## config.mk

```make
export PLATFORM = sky130hd
export DESIGN_NAME = lpb_timing
export DESIGN_NICKNAME = d
export VERILOG_FILES = /design/src/hdl/lpb_row_gen.v /design/src/hdl/lpb_timing.v
export VERILOG_INCLUDE_DIRS = /design/src /design/src/hdl
export SDC_FILE = /design/constraint.sdc
export NUM_CORES = 1
export LEC_CHECK = 0
export ABC_AREA = 1
export ABC_CLOCK_PERIOD_IN_PS = 6100
export BUFFER_PORTS_ARGS = -buffer_cell sky130_fd_sc_hd__buf_2
export CAP_MARGIN = 20
export CORE_AREA = 3 3 190 192
export DETAILED_ROUTE_END_ITERATION = 8
export DIE_AREA = 0 0 193 195
export PLACE_DENSITY = 0.62
export SLEW_MARGIN = 25
export SYNTH_ARGS = -nofsm -noshare
export SYNTH_HDL_FRONTEND = slang
export SYNTH_SLANG_ARGS = --single-unit
```

## constraint.sdc

```tcl
create_clock -name pclk -period 6.1 [get_ports pclk]
set_input_delay 0.61 -clock pclk [delete_from_list [all_inputs] [get_ports pclk]]
set_output_delay 0.61 -clock pclk [all_outputs]
set_load 0.01 [all_outputs]
```

## src/hdl/lpb_map.vh

```
`ifndef LPB_MAP_VH
`define LPB_MAP_VH
// Register byte addresses
`define LPB_CTRL1_ADDR 12'h000
`define LPB_CTRL2_ADDR 12'h004
`define LPB_PBLOCK_ADDR 12'h008
`define LPB_PAUX_ADDR 12'h00C
`define LPB_CONTRAST_ADDR 12'h010
`define LPB_BFIRST_ADDR 12'h014
`define LPB_BLAST_ADDR 12'h018
`define LPB_BMASKA_ADDR 12'h01C
`define LPB_BMASKB_ADDR 12'h020
`define LPB_BMASKC_ADDR 12'h024
`define LPB_STATUS_ADDR 12'h028
`define LPB_SCROLL_ADDR 12'h02C
// Control register 1 fields
`define LPB_C1_SCANREV 0
`define LPB_C1_SUPPLY 4
`define LPB_C1_STANDBY 5
`define LPB_C1_DISPON 6
// Control register 2 fields
`define LPB_C2_BLINK 0
`define LPB_C2_DUTYLO 2
`define LPB_C2_DUTYHI 3
`define LPB_C2_GRAY 4
// Duty codes
`define LPB_DUTY_8 2'h3
`define LPB_DUTY_32 2'h2
`define LPB_DUTY_64 2'h1
`define LPB_DUTY_80 2'h0
// Row counts per duty
`define LPB_ROWS_8 7'h08
`define LPB_ROWS_32 7'h20
`define LPB_ROWS_64 7'h40
`define LPB_ROWS_80 7'h50
// Divider factors N
`define LPB_N_GREY32 5'h1F
`define LPB_N_GREY4 5'h03
// Blink divide: last count of each 64-frame half period
`define LPB_BLINK_FRAMES 6'h3F
// Partial block limits
`define LPB_PBLOCK_MAX 4'h9
`define LPB_PBLOCK_LOW_MAX 4'h4
`define LPB_LAST_ROW 7'h4F
`endif

```

## src/hdl/lpb_row_gen.v

```verilog
`timescale 1ns/1ps
`default_nettype none
`include "lpb_map.vh"
// Maps scan step to physical row, partial block aware
module lpb_row_gen (
  // Scan state
  input wire [6:0] step,
  input wire partial,
  input wire [3:0] block,
  input wire scan_rev,
  // Physical row index, 0 based
  output reg [6:0] row
);
  reg [2:0] sub;
  reg [6:0] base;
  always @* begin
    sub = scan_rev ? step[2:0] : (3'h7 - step[2:0]);
    base = 7'h00;
    row = step;
    if (partial) begin
      if (block <= `LPB_PBLOCK_LOW_MAX) begin
        base = {block[2:0], 3'h0};
        row = base + {4'h0, sub};
      end else begin
        base = `LPB_LAST_ROW - {block[2:0] - 3'h5, 3'h0};
        row = base - {4'h0, sub};
      end
    end
  end
endmodule
`default_nettype wire

```

## src/hdl/lpb_timing.v

```verilog
// Design decisions made here: the APB interface to the registers and the placing of the registers.
`timescale 1ns/1ps
`default_nettype none
`include "lpb_map.vh"
// Operation
// Partial mode drives eight selected rows at 1/8 duty, rest unselected.
// Partial mode contrast uses three low contrast register bits.
// Host removes high supply, then programs duty, direction, position, contrast.
// Supply control output follows the supply-on bit.
// Position selects an eight-row block; reverse bit flips scan order.
// Frame rate is clock divided by N times duty rows, N 31 or 3.
// Oscillator path A in 32-level grey, path B in 4-level grey.
// Blink toggles area at one sixty-fourth of frame rate.
// Blink limited to rows from first-row to last-row register.
// Three mask registers enable blink per eight-dot column group.
// Blinking starts only when blink enable is written to one.
// Blink counter held clear while enable is zero.
// Blink area uses RAM row coordinates, moving with scroll.
// Standby stops functions, keeps registers except display-on bit.
// During standby only control registers accept accesses; the code also accepts the status register.
// Standby drives all row and column outputs to the high level; the code drives row_drive_outs and column_drive_outs low, column_blank_q high.
// Standby halts operation and oscillator; clearing restores operation.
// Oscillator keeps running in partial display mode.
// Duty select codes: 11 is 1/8, 10 1/32, 01 1/64, 00 1/80.
// Host changes grey, standby or oscillator only by documented sequences.
module lpb_timing #(
  parameter ROWS = 80,
  parameter COLS = 160
) (
  // APB slave
  input wire pclk,
  input wire presetn,
  input wire psel,
  input wire penable,
  input wire pwrite,
  input wire [11:0] paddr,
  input wire [31:0] pwdata,
  output reg [31:0] prdata,
  output reg pready,
  output reg pslverr,
  // Panel drive: 1 selects, blank level driven high
  output reg [ROWS-1:0] row_drive_outs,
  output reg [COLS-1:0] column_drive_outs,
  output reg [COLS-1:0] column_blank_q,
  // Supply and oscillator
  output reg supply_ctl_out,
  output reg osc_res_path_a,
  output reg osc_res_path_b,
  output reg osc_run_q,
  output reg [2:0] partial_contrast_q,
  output reg frame_pulse_q
);
  // Registers
  reg [7:0] ctrl1_q, ctrl2_q, pblock_q, paux_q, contrast_q;
  reg [6:0] bfirst_q, blast_q, scroll_q;
  reg [7:0] bmask_a_q, bmask_b_q, bmask_c_q;
  reg [4:0] div_q;
  reg [6:0] step_q;
  reg [5:0] bcnt_q;
  reg bphase_q;
  wire standby = ctrl1_q[`LPB_C1_STANDBY];
  wire [1:0] duty = {ctrl2_q[`LPB_C2_DUTYHI], ctrl2_q[`LPB_C2_DUTYLO]};
  wire partial = (duty == `LPB_DUTY_8);
  wire blink_on = ctrl2_q[`LPB_C2_BLINK];
  wire acc = psel && penable;
  wire ctrl_addr = (paddr == `LPB_CTRL1_ADDR) || (paddr == `LPB_CTRL2_ADDR);
  wire known = ctrl_addr || (paddr == `LPB_PBLOCK_ADDR) || (paddr == `LPB_PAUX_ADDR) ||
    (paddr == `LPB_CONTRAST_ADDR) || (paddr == `LPB_BFIRST_ADDR) ||
    (paddr == `LPB_BLAST_ADDR) || (paddr == `LPB_BMASKA_ADDR) ||
    (paddr == `LPB_BMASKB_ADDR) || (paddr == `LPB_BMASKC_ADDR) ||
    (paddr == `LPB_STATUS_ADDR) || (paddr == `LPB_SCROLL_ADDR);
  wire refuse = !known || (standby && !ctrl_addr && paddr != `LPB_STATUS_ADDR);
  wire wr = acc && pwrite && !pready && !refuse;
  reg [6:0] nrows;
  reg [4:0] nfac;
  wire [6:0] phys_row;
  reg [6:0] ram_row;
  reg [7:0] row_sum;
  reg in_rows;

  // Rows per frame from duty select
  always @* begin
    case (duty)
      `LPB_DUTY_8: nrows = `LPB_ROWS_8;
      `LPB_DUTY_32: nrows = `LPB_ROWS_32;
      `LPB_DUTY_64: nrows = `LPB_ROWS_64;
      default: nrows = `LPB_ROWS_80;
    endcase
    nfac = ctrl2_q[`LPB_C2_GRAY] ? `LPB_N_GREY4 : `LPB_N_GREY32;
  end

  // Register writes
  always @(posedge pclk or negedge presetn) begin
    if (!presetn) begin
      ctrl1_q <= 8'h00;
      ctrl2_q <= 8'h00;
      pblock_q <= 8'h00;
      paux_q <= 8'h00;
      contrast_q <= 8'h00;
      bfirst_q <= 7'h00;
      blast_q <= 7'h00;
      scroll_q <= 7'h00;
      bmask_a_q <= 8'h00;
      bmask_b_q <= 8'h00;
      bmask_c_q <= 8'h00;
    end else if (wr) begin
      case (paddr)
        `LPB_CTRL1_ADDR: begin
          ctrl1_q <= pwdata[7:0];
          // Entering standby drops display-on
          if (pwdata[`LPB_C1_STANDBY])
            ctrl1_q[`LPB_C1_DISPON] <= 1'b0;
        end
        `LPB_CTRL2_ADDR: ctrl2_q <= pwdata[7:0];
        `LPB_PBLOCK_ADDR: pblock_q <= pwdata[7:0];
        `LPB_PAUX_ADDR: paux_q <= pwdata[7:0];
        `LPB_CONTRAST_ADDR: contrast_q <= pwdata[7:0];
        `LPB_BFIRST_ADDR: bfirst_q <= pwdata[6:0];
        `LPB_BLAST_ADDR: blast_q <= pwdata[6:0];
        `LPB_BMASKA_ADDR: bmask_a_q <= pwdata[7:0];
        `LPB_BMASKB_ADDR: bmask_b_q <= pwdata[7:0];
        `LPB_BMASKC_ADDR: bmask_c_q <= pwdata[7:0];
        `LPB_SCROLL_ADDR: scroll_q <= pwdata[6:0];
        default: ctrl1_q <= ctrl1_q;
      endcase
    end
  end

  // APB answer one cycle after access phase starts
  always @(posedge pclk or negedge presetn) begin
    if (!presetn) begin
      pready <= 1'b0;
      pslverr <= 1'b0;
      prdata <= 32'h00000000;
    end else begin
      pready <= acc && !pready;
      pslverr <= acc && !pready && refuse;
      prdata <= 32'h00000000;
      if (acc && !pready && !pwrite && !refuse) begin
        case (paddr)
          `LPB_CTRL1_ADDR: prdata <= {24'h000000, ctrl1_q};
          `LPB_CTRL2_ADDR: prdata <= {24'h000000, ctrl2_q};
          `LPB_STATUS_ADDR: prdata <= {12'h000, bphase_q, bcnt_q, step_q, osc_run_q, div_q};
          default: prdata <= 32'h00000000;
        endcase
      end
    end
  end

  // Frame divider: N clocks per row, nrows per frame; halted in standby
  always @(posedge pclk or negedge presetn) begin
    if (!presetn) begin
      div_q <= 5'h00;
      step_q <= 7'h00;
      frame_pulse_q <= 1'b0;
      osc_run_q <= 1'b0;
    end else begin
      osc_run_q <= !standby;
      frame_pulse_q <= 1'b0;
      if (standby) begin
        div_q <= 5'h00;
        step_q <= 7'h00;
      end else if (div_q >= nfac - 5'h01) begin
        div_q <= 5'h00;
        if (step_q >= nrows - 7'h01) begin
          step_q <= 7'h00;
          frame_pulse_q <= 1'b1;
        end else begin
          step_q <= step_q + 7'h01;
        end
      end else begin
        div_q <= div_q + 5'h01;
      end
    end
  end

  // Blink counter: toggles phase every 64 frames
  always @(posedge pclk or negedge presetn) begin
    if (!presetn) begin
      bcnt_q <= 6'h00;
      bphase_q <= 1'b0;
    end else if (!blink_on) begin
      bcnt_q <= 6'h00;
      bphase_q <= 1'b0;
    end else if (frame_pulse_q) begin
      bcnt_q <= bcnt_q + 6'h01;
      if (bcnt_q == `LPB_BLINK_FRAMES)
        bphase_q <= !bphase_q;
    end
  end

  lpb_row_gen u_row (
    .step(step_q),
    .partial(partial),
    .block(pblock_q[3:0]),
    .scan_rev(ctrl1_q[`LPB_C1_SCANREV]),
    .row(phys_row)
  );

  // RAM row of the current screen row, follows scroll
  always @* begin
    // Eight bits so row plus scroll cannot wrap before the modulo
    row_sum = {1'b0, phys_row} + {1'b0, scroll_q};
    if (row_sum > {1'b0, `LPB_LAST_ROW})
      row_sum = row_sum - {1'b0, `LPB_ROWS_80};
    ram_row = row_sum[6:0];
    in_rows = (ram_row >= bfirst_q) && (ram_row <= blast_q);
  end

  // Output stage
  genvar g;
  generate
    for (g = 0; g < ROWS; g = g + 1) begin : g_row
      always @(posedge pclk or negedge presetn) begin
        if (!presetn)
          row_drive_outs[g] <= 1'b0;
        else
          // Only current row selected; others unselected
          row_drive_outs[g] <= !standby && (phys_row == g);
      end
    end
    for (g = 0; g < COLS; g = g + 1) begin : g_col
      wire mbit = (g < 64) ? bmask_a_q[g/8] :
                  (g < 128) ? bmask_b_q[(g-64)/8] : bmask_c_q[(g-128)/8];
      always @(posedge pclk or negedge presetn) begin
        if (!presetn) begin
          column_drive_outs[g] <= 1'b0;
          column_blank_q[g] <= 1'b1;
        end else begin
          column_drive_outs[g] <= !standby && ctrl1_q[`LPB_C1_DISPON];
          // Blank high in standby, with display-on clear, or in the off phase of blink area
          column_blank_q[g] <= standby || !ctrl1_q[`LPB_C1_DISPON] ||
            (blink_on && bphase_q && in_rows && mbit);
        end
      end
    end
  endgenerate

  // Supply, oscillator path and contrast
  always @(posedge pclk or negedge presetn) begin
    if (!presetn) begin
      supply_ctl_out <= 1'b0;
      osc_res_path_a <= 1'b0;
      osc_res_path_b <= 1'b0;
      partial_contrast_q <= 3'h0;
    end else begin
      supply_ctl_out <= ctrl1_q[`LPB_C1_SUPPLY];
      osc_res_path_a <= !standby && !ctrl2_q[`LPB_C2_GRAY];
      osc_res_path_b <= !standby && ctrl2_q[`LPB_C2_GRAY];
      partial_contrast_q <= partial ? contrast_q[2:0] : 3'h0;
    end
  end
endmodule
`default_nettype wire

```

==> impl_metrics.yaml, run 1 <==
hold_path:
  hp-class: "in -> async"
synthesis:
  synth_ff_type: "dfrtp_1"
  synth_top_cell_area_share_pct: 40.5
  ys_ff_latch: 214
  yosys.cell_types.count: 42
  synth_edf_count: 0
  yosysSeqAreaShare_pct: 44.9
  synth_area_leader_cell: "dfrtp_1"
  mappedNetlistArea_mm2: 0.0120
  synth.area.top_cells: "dfrtp_1, buf_4, nand2_1, nand4_1, nor2_1"
  syn_inst: 1349
  synthArstFlopShare_pct: 100
  synth.avg_cell_area_um2: 8.89
  synth-warning-count: 0
outcome:
  status: "completed"
clock_tree:
  cts_htree_levels: 1
  ctsResizeCount: 0
  clock-sinks: 214
  ctsHoldBuffers: 0
  clk_path_buf_depth: 3
  cts_tree: "yes"
  numCtsBuffers: 24
  cts_root_buffer: "clkbuf_16"
  post_cts_buffers: 0
  clk_latency_ps: 540
  clkTransAtPathRegs_ps: 60
place:
  portBuffers: 454
  place.gp.congestion: 0.819
  dp_hpwl_um: 21200
timing:
  fin_setup_tns_ps: 0
  period_minus_slack_ps: 5230
  setup_viol: 0
  holdWs_ps: 79.9
  max_slew_margin_pct: 33.7
  min_period_over_period_pct: 85.8
  finalClockSkew_ps: 41.9
  hold_viol: 0
  tightest_slew_ps: 994
  rsz0062_at_grt: "false"
  fmax_mhz: 191
  drv_slew: 0
die:
  start_util_pct: 34.7
  die_w_um: 193
  io_pins: 491
  core-area_mm2: 0.0345
  fp.dieArea_mm2: 0.0376
  die_h_um: 195
  rows: 68
drt:
  drt-total-wl_um: 29100
  wl_per_cell_um: 14.8
  drt_pass1_iterations: 5
  drc: 0
  viasPerCell: 4.46
  drt_iter0_drc: 538
  num_vias: 8778
  postRouteAntennaNets: 0
critical_path:
  critPathKind: "reg -> reg"
  cp.arrival_ps: 5660
  cp_slowest_stage_delay_ps: 670
  r2r_end: "column_blank_q[61]"
  end_kind: "register"
  cp_cell_sequence: "ha_1, inv_1, ha_1, a21oi_1, inv_1, ha_1, a21o_1, a31oi_1, xor2_1, ha_1, nand3b_1, nand2_1, o21ai_0, ha_1, nand3_1, nand4_1, nand4_1, nand2_1"
  reg2reg_depth: 18
  worst_ep_required_time_ps: 6530
  cp_max_fo: 20
  r2r_slack_ps: 870
  cpMostUsedCell: "ha_1"
  critical_path.startpoint_type: "register"
  cp_slowest_cell: "nand4_1"
  crit-reg2reg-launch: "ctrl2_q[2]"
finish:
  drive_above_1_share_pct: 37.8
  layout.nets: 1584
  area_delta_synth_final_pct: 10.2
  post-route-util_pct: 38.3
  diodes: 0
global_route:
  grt_start_max_net_pins: 161
  grt_first_pass_wirelength_um: 44700
  antenna_found_initial: 0
  globalRouteMet2Util_pct: 26.4
  met1_usage_pct: 18.5
  grt_usage_pct: 14.6
  grt_pass1_vias: 8074
  use_met3_pct: 1.92
  grt_overflow_total: 0
  busiest_layer: "met2"
power:
  p_per_area_mw_per_mm2: 225
  ir_drop_mv: 0.163
  totalPowerFinal_uw: 2970
  power.leakage_uw: 0.00729
flow_run:
  drv_cap: 0
==> synthesized netlist by cell type, types with 2 or more instances <==
master,count
nand2_4,2
nand2_1,262
clkbuf_1,22
inv_2,7
ha_1,41
a31oi_1,2
nand2_2,6
nor3b_1,3
xor2_2,4
buf_4,314
buf_6,8
a221oi_1,5
nor2_2,6
or2_2,2
nor2_1,144
dfstp_2,20
xnor2_1,2
dfrtp_1,194
o22ai_1,3
nor3_4,2
inv_1,89
buf_2,7
nand3_1,28
o21ai_1,2
xor2_1,10
nor3_2,6
nand3b_1,4
nor3_1,8
nand4_1,88
o21ai_0,17
nand3_2,8
a21oi_1,21
a21o_1,2
nand4_4,2
==> cell usage in the layout, fill, tap and decap left out, types with 3 or more instances in the layout <==
| master | instances |
|---|---|
| nand4_1 | 88 |
| inv_1 | 89 |
| nand3b_1 | 4 |
| xor2_1 | 10 |
| nor3_1 | 8 |
| nor3_2 | 6 |
| inv_2 | 7 |
| xor2_2 | 4 |
| nand2_2 | 6 |
| nand3_2 | 8 |
| a21oi_1 | 21 |
| buf_2 | 453 |
| nor2_2 | 7 |
| o22ai_1 | 3 |
| ha_1 | 41 |
| nand3_1 | 28 |
| nor3b_1 | 3 |
| conb_1 | 12 |
| clkbuf_16 | 24 |
| clkinvlp_4 | 5 |
| o21ai_0 | 17 |
| a221oi_1 | 5 |
| clkinv_2 | 3 |
| clkbuf_8 | 5 |
| dfstp_2 | 20 |
| nor2_1 | 143 |
| dfrtp_1 | 193 |
| nand2_1 | 262 |
==> state kept, by name, indices dropped and copies added, names as in the netlist, 3 cells and up <==
register            cells
scroll_q                7
bmask_b_q               8
contrast_q              3
bfirst_q                7
div_q                   5
bmask_a_q               8
blast_q                 7
bmask_c_q               4
ctrl1_q                 8
partial_contrast_q      3
ctrl2_q                 8
bcnt_q                  6
prdata                 20
pblock_q                4
column_blank_q         20
step_q                  7
row_drive_outs         80
==> layer usage <==
| metal | vias to the layer above | routed length, um |
|---|---|---|
| met5 | - | 0 |
| met4 | 0 | 571 |
| met3 | 36 | 1750 |
| met2 | 301 | 15100 |
| met1 | 4167 | 11700 |
| li1 | 4274 | - |
==> cell families after synthesis <==
group | Yosys count | synth area share [%]
xor+xnor | 16 | 1.42
simple gates | 573 | 22.1
compound gates | 56 | 2.72
flops | 214 | 44.9
fa+ha+maj | 42 | 4.44
other cells | 1 | 0.0313
buf+inv | 447 | 24.4
==> layout make-up <==
type	instances	area (um^2)
tap	455	569
sequential	214	5380
fill	3525	21300
inverter	96	360
clock buffer	30	663
multi-input combinational	699	3740
clock inverter	14	169
timing repair buffer	458	2340
==> worst max-delay path, delay by kind of cell, from the launching register on <==
| kind | cells | cell delay [ps] |
|---|---|---|
| adders and majority gates | 5 | 1660 |
| and+or+nand+nor | 6 | 1530 |
| AOI/OAI and AO/OA | 4 | 920 |
| DFF | 1 | 390 |
| buffers and inverters | 2 | 340 |
| xor gates and xnor gates | 1 | 280 |
==> where the power goes <==
part	leakage (uW)	switching, uW	internal (uW)	total [uW]
sequential	0.00290	0.865	1420	1420
combinational	0.00400	58.0	12.4	70.4
clock	0.000392	612	868	1480
total	0.00729	671	2300	2970
==> stage by stage <==
| stage | std cells | setup WS (ps) | cell area, um^2 |
|---|---|---|---|
| floorplan | 1360 | 2090 | 12000 |
| global placement | 1921 | 1080 | 12400 |
| detailed placement | 1921 | 828 | 12400 |
| CTS | 1965 | 827 | 13200 |
| global route | 1966 | 286 | 13200 |
| finish | 1966 | 867 | 13200 |
==> worst max-delay path by stage <==
stage | slack, ps | cells past startpoint | start | end
finish | 870 | 18 | ctrl2_q[2] | column_blank_q[61]
global route | 290 | 18 | ctrl2_q[2] | column_blank_q[55]
CTS | 830 | 18 | ctrl2_q[2] | column_blank_q[61]
detailed placement | 830 | 18 | ctrl2_q[2] | column_blank_q[61]
global placement | 1080 | 25 | ctrl2_q[2] | column_blank_q[140]
floorplan | 2090 | 26 | pblock_q[0] | column_blank_q[111]
Power figures use the tool's default switching activity.
==> run 2, diff against run 1 <==
Settings changed: ABC_AREA 1 to unset, CORE_AREA 3 3 190 192 to 3 3 187 189, DIE_AREA 0 0 193 195 to 0 0 190 192, PLACE_DENSITY 0.62 to 0.57, SYNTH_HIERARCHICAL set to 1.
==> run 2 against run 1 <==
Against the previous run: utilization increased by 0.15 points; hold slack improved by 73 ps; combinational power increased to 5.0 times the previous value; wire length decreased by 8.7%; final area decreased by 2.8%; power increased by 11%; clock skew decreased by 20 ps; largest power group is now registers; highest routed layer unchanged.
==> impl_metrics.yaml, run 2 <==
critical_path:
  critPathKind: "reg -> reg"
  r2r_end: "column_blank_q[124]"
  cp.arrival_ps: 6030
  startpoint: "pblock_q[0]"
  cp_max_fo: 20
  crit-reg2reg-launch: "pblock_q[0]"
  endpoint: "column_blank_q[124]"
  reg2reg_depth: 20
  r2r_slack_ps: 480
  worst_ep_required_time_ps: 6510
  end_kind: "register"
  critical_path.startpoint_type: "register"
synthesis:
  synth_top_cell_area_share_pct: 42.2
  yosys.cell_count.top_type: "buf_4"
  synth_compound_area_share_pct: 4.92
  yosys.cell_types.count: 59
  synth-simple-area-share_pct: 12.3
  synth-warning-count: 6
  synthMuxAreaShare_pct: 7.52
  yosysSeqAreaShare_pct: 46.8
  synth.area.top_cells: "dfrtp_1, buf_4, mux2_2, dfstp_2, ha_1"
  synth_xor_area_share_pct: 1.22
  synth_common_cells: "buf_4, dfrtp_1, nor2_1"
  synth_ff_type: "dfrtp_1"
  synth_area_leader_cell: "dfrtp_1"
  ys_ff_latch: 214
  mappedNetlistArea_mm2: 0.0115
  synth.avg_cell_area_um2: 10.5
  synth_edf_count: 0
  synth_top_family_by_area: "buffers and inverters"
  syn_inst: 1091
  synthArstFlopShare_pct: 100
  synth_adder_area_share_pct: 4.31
clock_tree:
  cts_root_buffer: "clkbuf_16"
  clock-sinks: 214
  cts_tree: "yes"
  clkTransAtPathRegs_ps: 60
  clk_latency_ps: 510
  clk_path_buf_depth: 3
  numCtsBuffers: 23
  cts_htree_levels: 1
timing:
  hold_viol: 0
  rsz0062_at_grt: "false"
  period_minus_slack_ps: 5620
  drv_slew: 0
  tightest_slew_ps: 898
  fmax_mhz: 178
  fin_setup_tns_ps: 0
  max_slew_margin_pct: 39.5
  setup_viol: 0
  finalClockSkew_ps: 22.1
  min_period_over_period_pct: 92.2
global_route:
  grt_pass1_vias: 6864
  grt_usage_pct: 13.5
  grt_start_max_net_pins: 161
  met1_usage_pct: 17.9
  antenna_found_initial: 0
  grt_first_pass_wirelength_um: 39700
  use_met3_pct: 2.04
  grt_overflow_total: 0
  busiest_layer: "met2"
  globalRouteMet2Util_pct: 23.4
hold_path:
  hp-class: "in -> async"
die:
  core-area_mm2: 0.0334
  start_util_pct: 34.4
  fp.dieArea_mm2: 0.0365
  die_w_um: 190
  die_h_um: 192
  rows: 67
  io_pins: 491
drt:
  drc: 0
  drt-total-wl_um: 26600
  viasPerCell: 4.35
  wl_per_cell_um: 15.5
  postRouteAntennaNets: 0
  drt_iter0_drc: 364
  drt_pass1_iterations: 4
  num_vias: 7471
finish:
  top_regs: "row_drive_outs x80, column_blank_q x20, prdata x20"
  final_common_cell: "buf_2"
  drive_above_1_share_pct: 47.9
  area_delta_synth_final_pct: 11.8
  post-route-util_pct: 38.4
  top_register: "row_drive_outs"
  layout.nets: 1341
  mostFrequentLayoutCells: "buf_2, dfrtp_1, nor2_1, mux2_2, inv_1"
  largest_register_ffs: 80
  diodes: 0
  fillerInstances: 3294
power:
  p_per_area_mw_per_mm2: 258
  totalPowerFinal_uw: 3310
  power.leakage_uw: 0.00677
  ir_drop_mv: 0.257
place:
  dp_hpwl_um: 19100
  place.gp.congestion: 0.802
  portBuffers: 454
outcome:
  status: "completed"
flow_run:
  drv_cap: 0
==> run 2: changes by cell type in the layout (fill, tap and decap cells not counted), sizes merged, moves of 20 or more <==
| cell | change |
|---|---|
| o31ai | +21 |
| nand2 | -234 |
| nor2 | -27 |
| and2 | +20 |
| nand4 | -85 |
| inv | -47 |
| mux2 | +67 |
==> run 2: worst max-delay path, cell delays in order (launching register included) <==
cell	delay, ps
dfrtp_1	420
inv_1	70
ha_1	250
nor2b_4	70
or3_1	320
a21boi_2	240
xor2_1	320
ha_1	310
a211oi_1	320
o21ai_0	150
a21oi_1	190
xor2_1	200
ha_1	280
nor3b_1	80
a2111oi_0	380
nand3_1	200
xnor2_1	280
ha_1	320
a2111oi_2	540
a21oi_4	260
o31ai_1	310
==> run 2: layout make-up <==
class	count	area [um^2]	share of cell area [%]
repair buffers	461	2350	18.3
well taps	448	561	4.36
multi-input cells	502	3560	27.7
flip-flops and latches	214	5380	41.9
clock inverters	10	139	1.08
clock buffers	30	662	5.15
inverters	51	191	1.49
==> run 2: timing repair <==
action | CTS | global route
hold endpoints to repair | 0 | 0
setup buffers | 0 | 0
setup endpoints to repair | 0 | 20
gates resized for setup | 0 | 3
hold buffers | 0 | 0
==> run 2: routing by layer <==
layer | up-vias | share of wire, %
li1 | 3574 | -
met1 | 3618 | 42
met2 | 237 | 50
met3 | 42 | 5.7
met4 | 0 | 1.9
met5 | - | 0
==> run 2: how the worst min path moves through the flow <==
stage	start	endpoint	slack, ps	cells past startpoint
CTS	presetn	prdata[14]	200	1
floorplan	presetn	bcnt_q[0]	310	0
finish	presetn	row_drive_outs[74]	150	1
global placement	ctrl1_q[4]	supply_ctl_out	400	0
global route	presetn	row_drive_outs[74]	210	1
detailed placement	ctrl1_q[4]	supply_ctl_out	400	0
==> run 2: cell families after synthesis <==
logic type,count (synthesis)
flip-flops,214
buffers and inverters,386
XOR/XNOR,16
multiplexers,78
AO/OA/AOI/OAI,86
AND/OR/NAND/NOR,271
adder cells (fa/ha/maj),39
other,1
==> run 2: through the flow <==
stage	std cells	hold slack (ps)	area, um^2	setup slack [ps]
floorplan	1102	314	11500	950
global placement	1675	400	12000	508
detailed placement	1675	403	12000	375
CTS	1715	204	12800	355
global route	1716	208	12900	50.1
finish	1716	153	12900	475
==> run 2: where the power goes <==
| part | switching, uW | total, uW | internal [uW] |
|---|---|---|---|
| Combinational | 235 | 353 | 118 |
| Sequential | 45.5 | 1510 | 1460 |
| Clock | 561 | 1450 | 891 |
| Total | 842 | 3310 | 2470 |
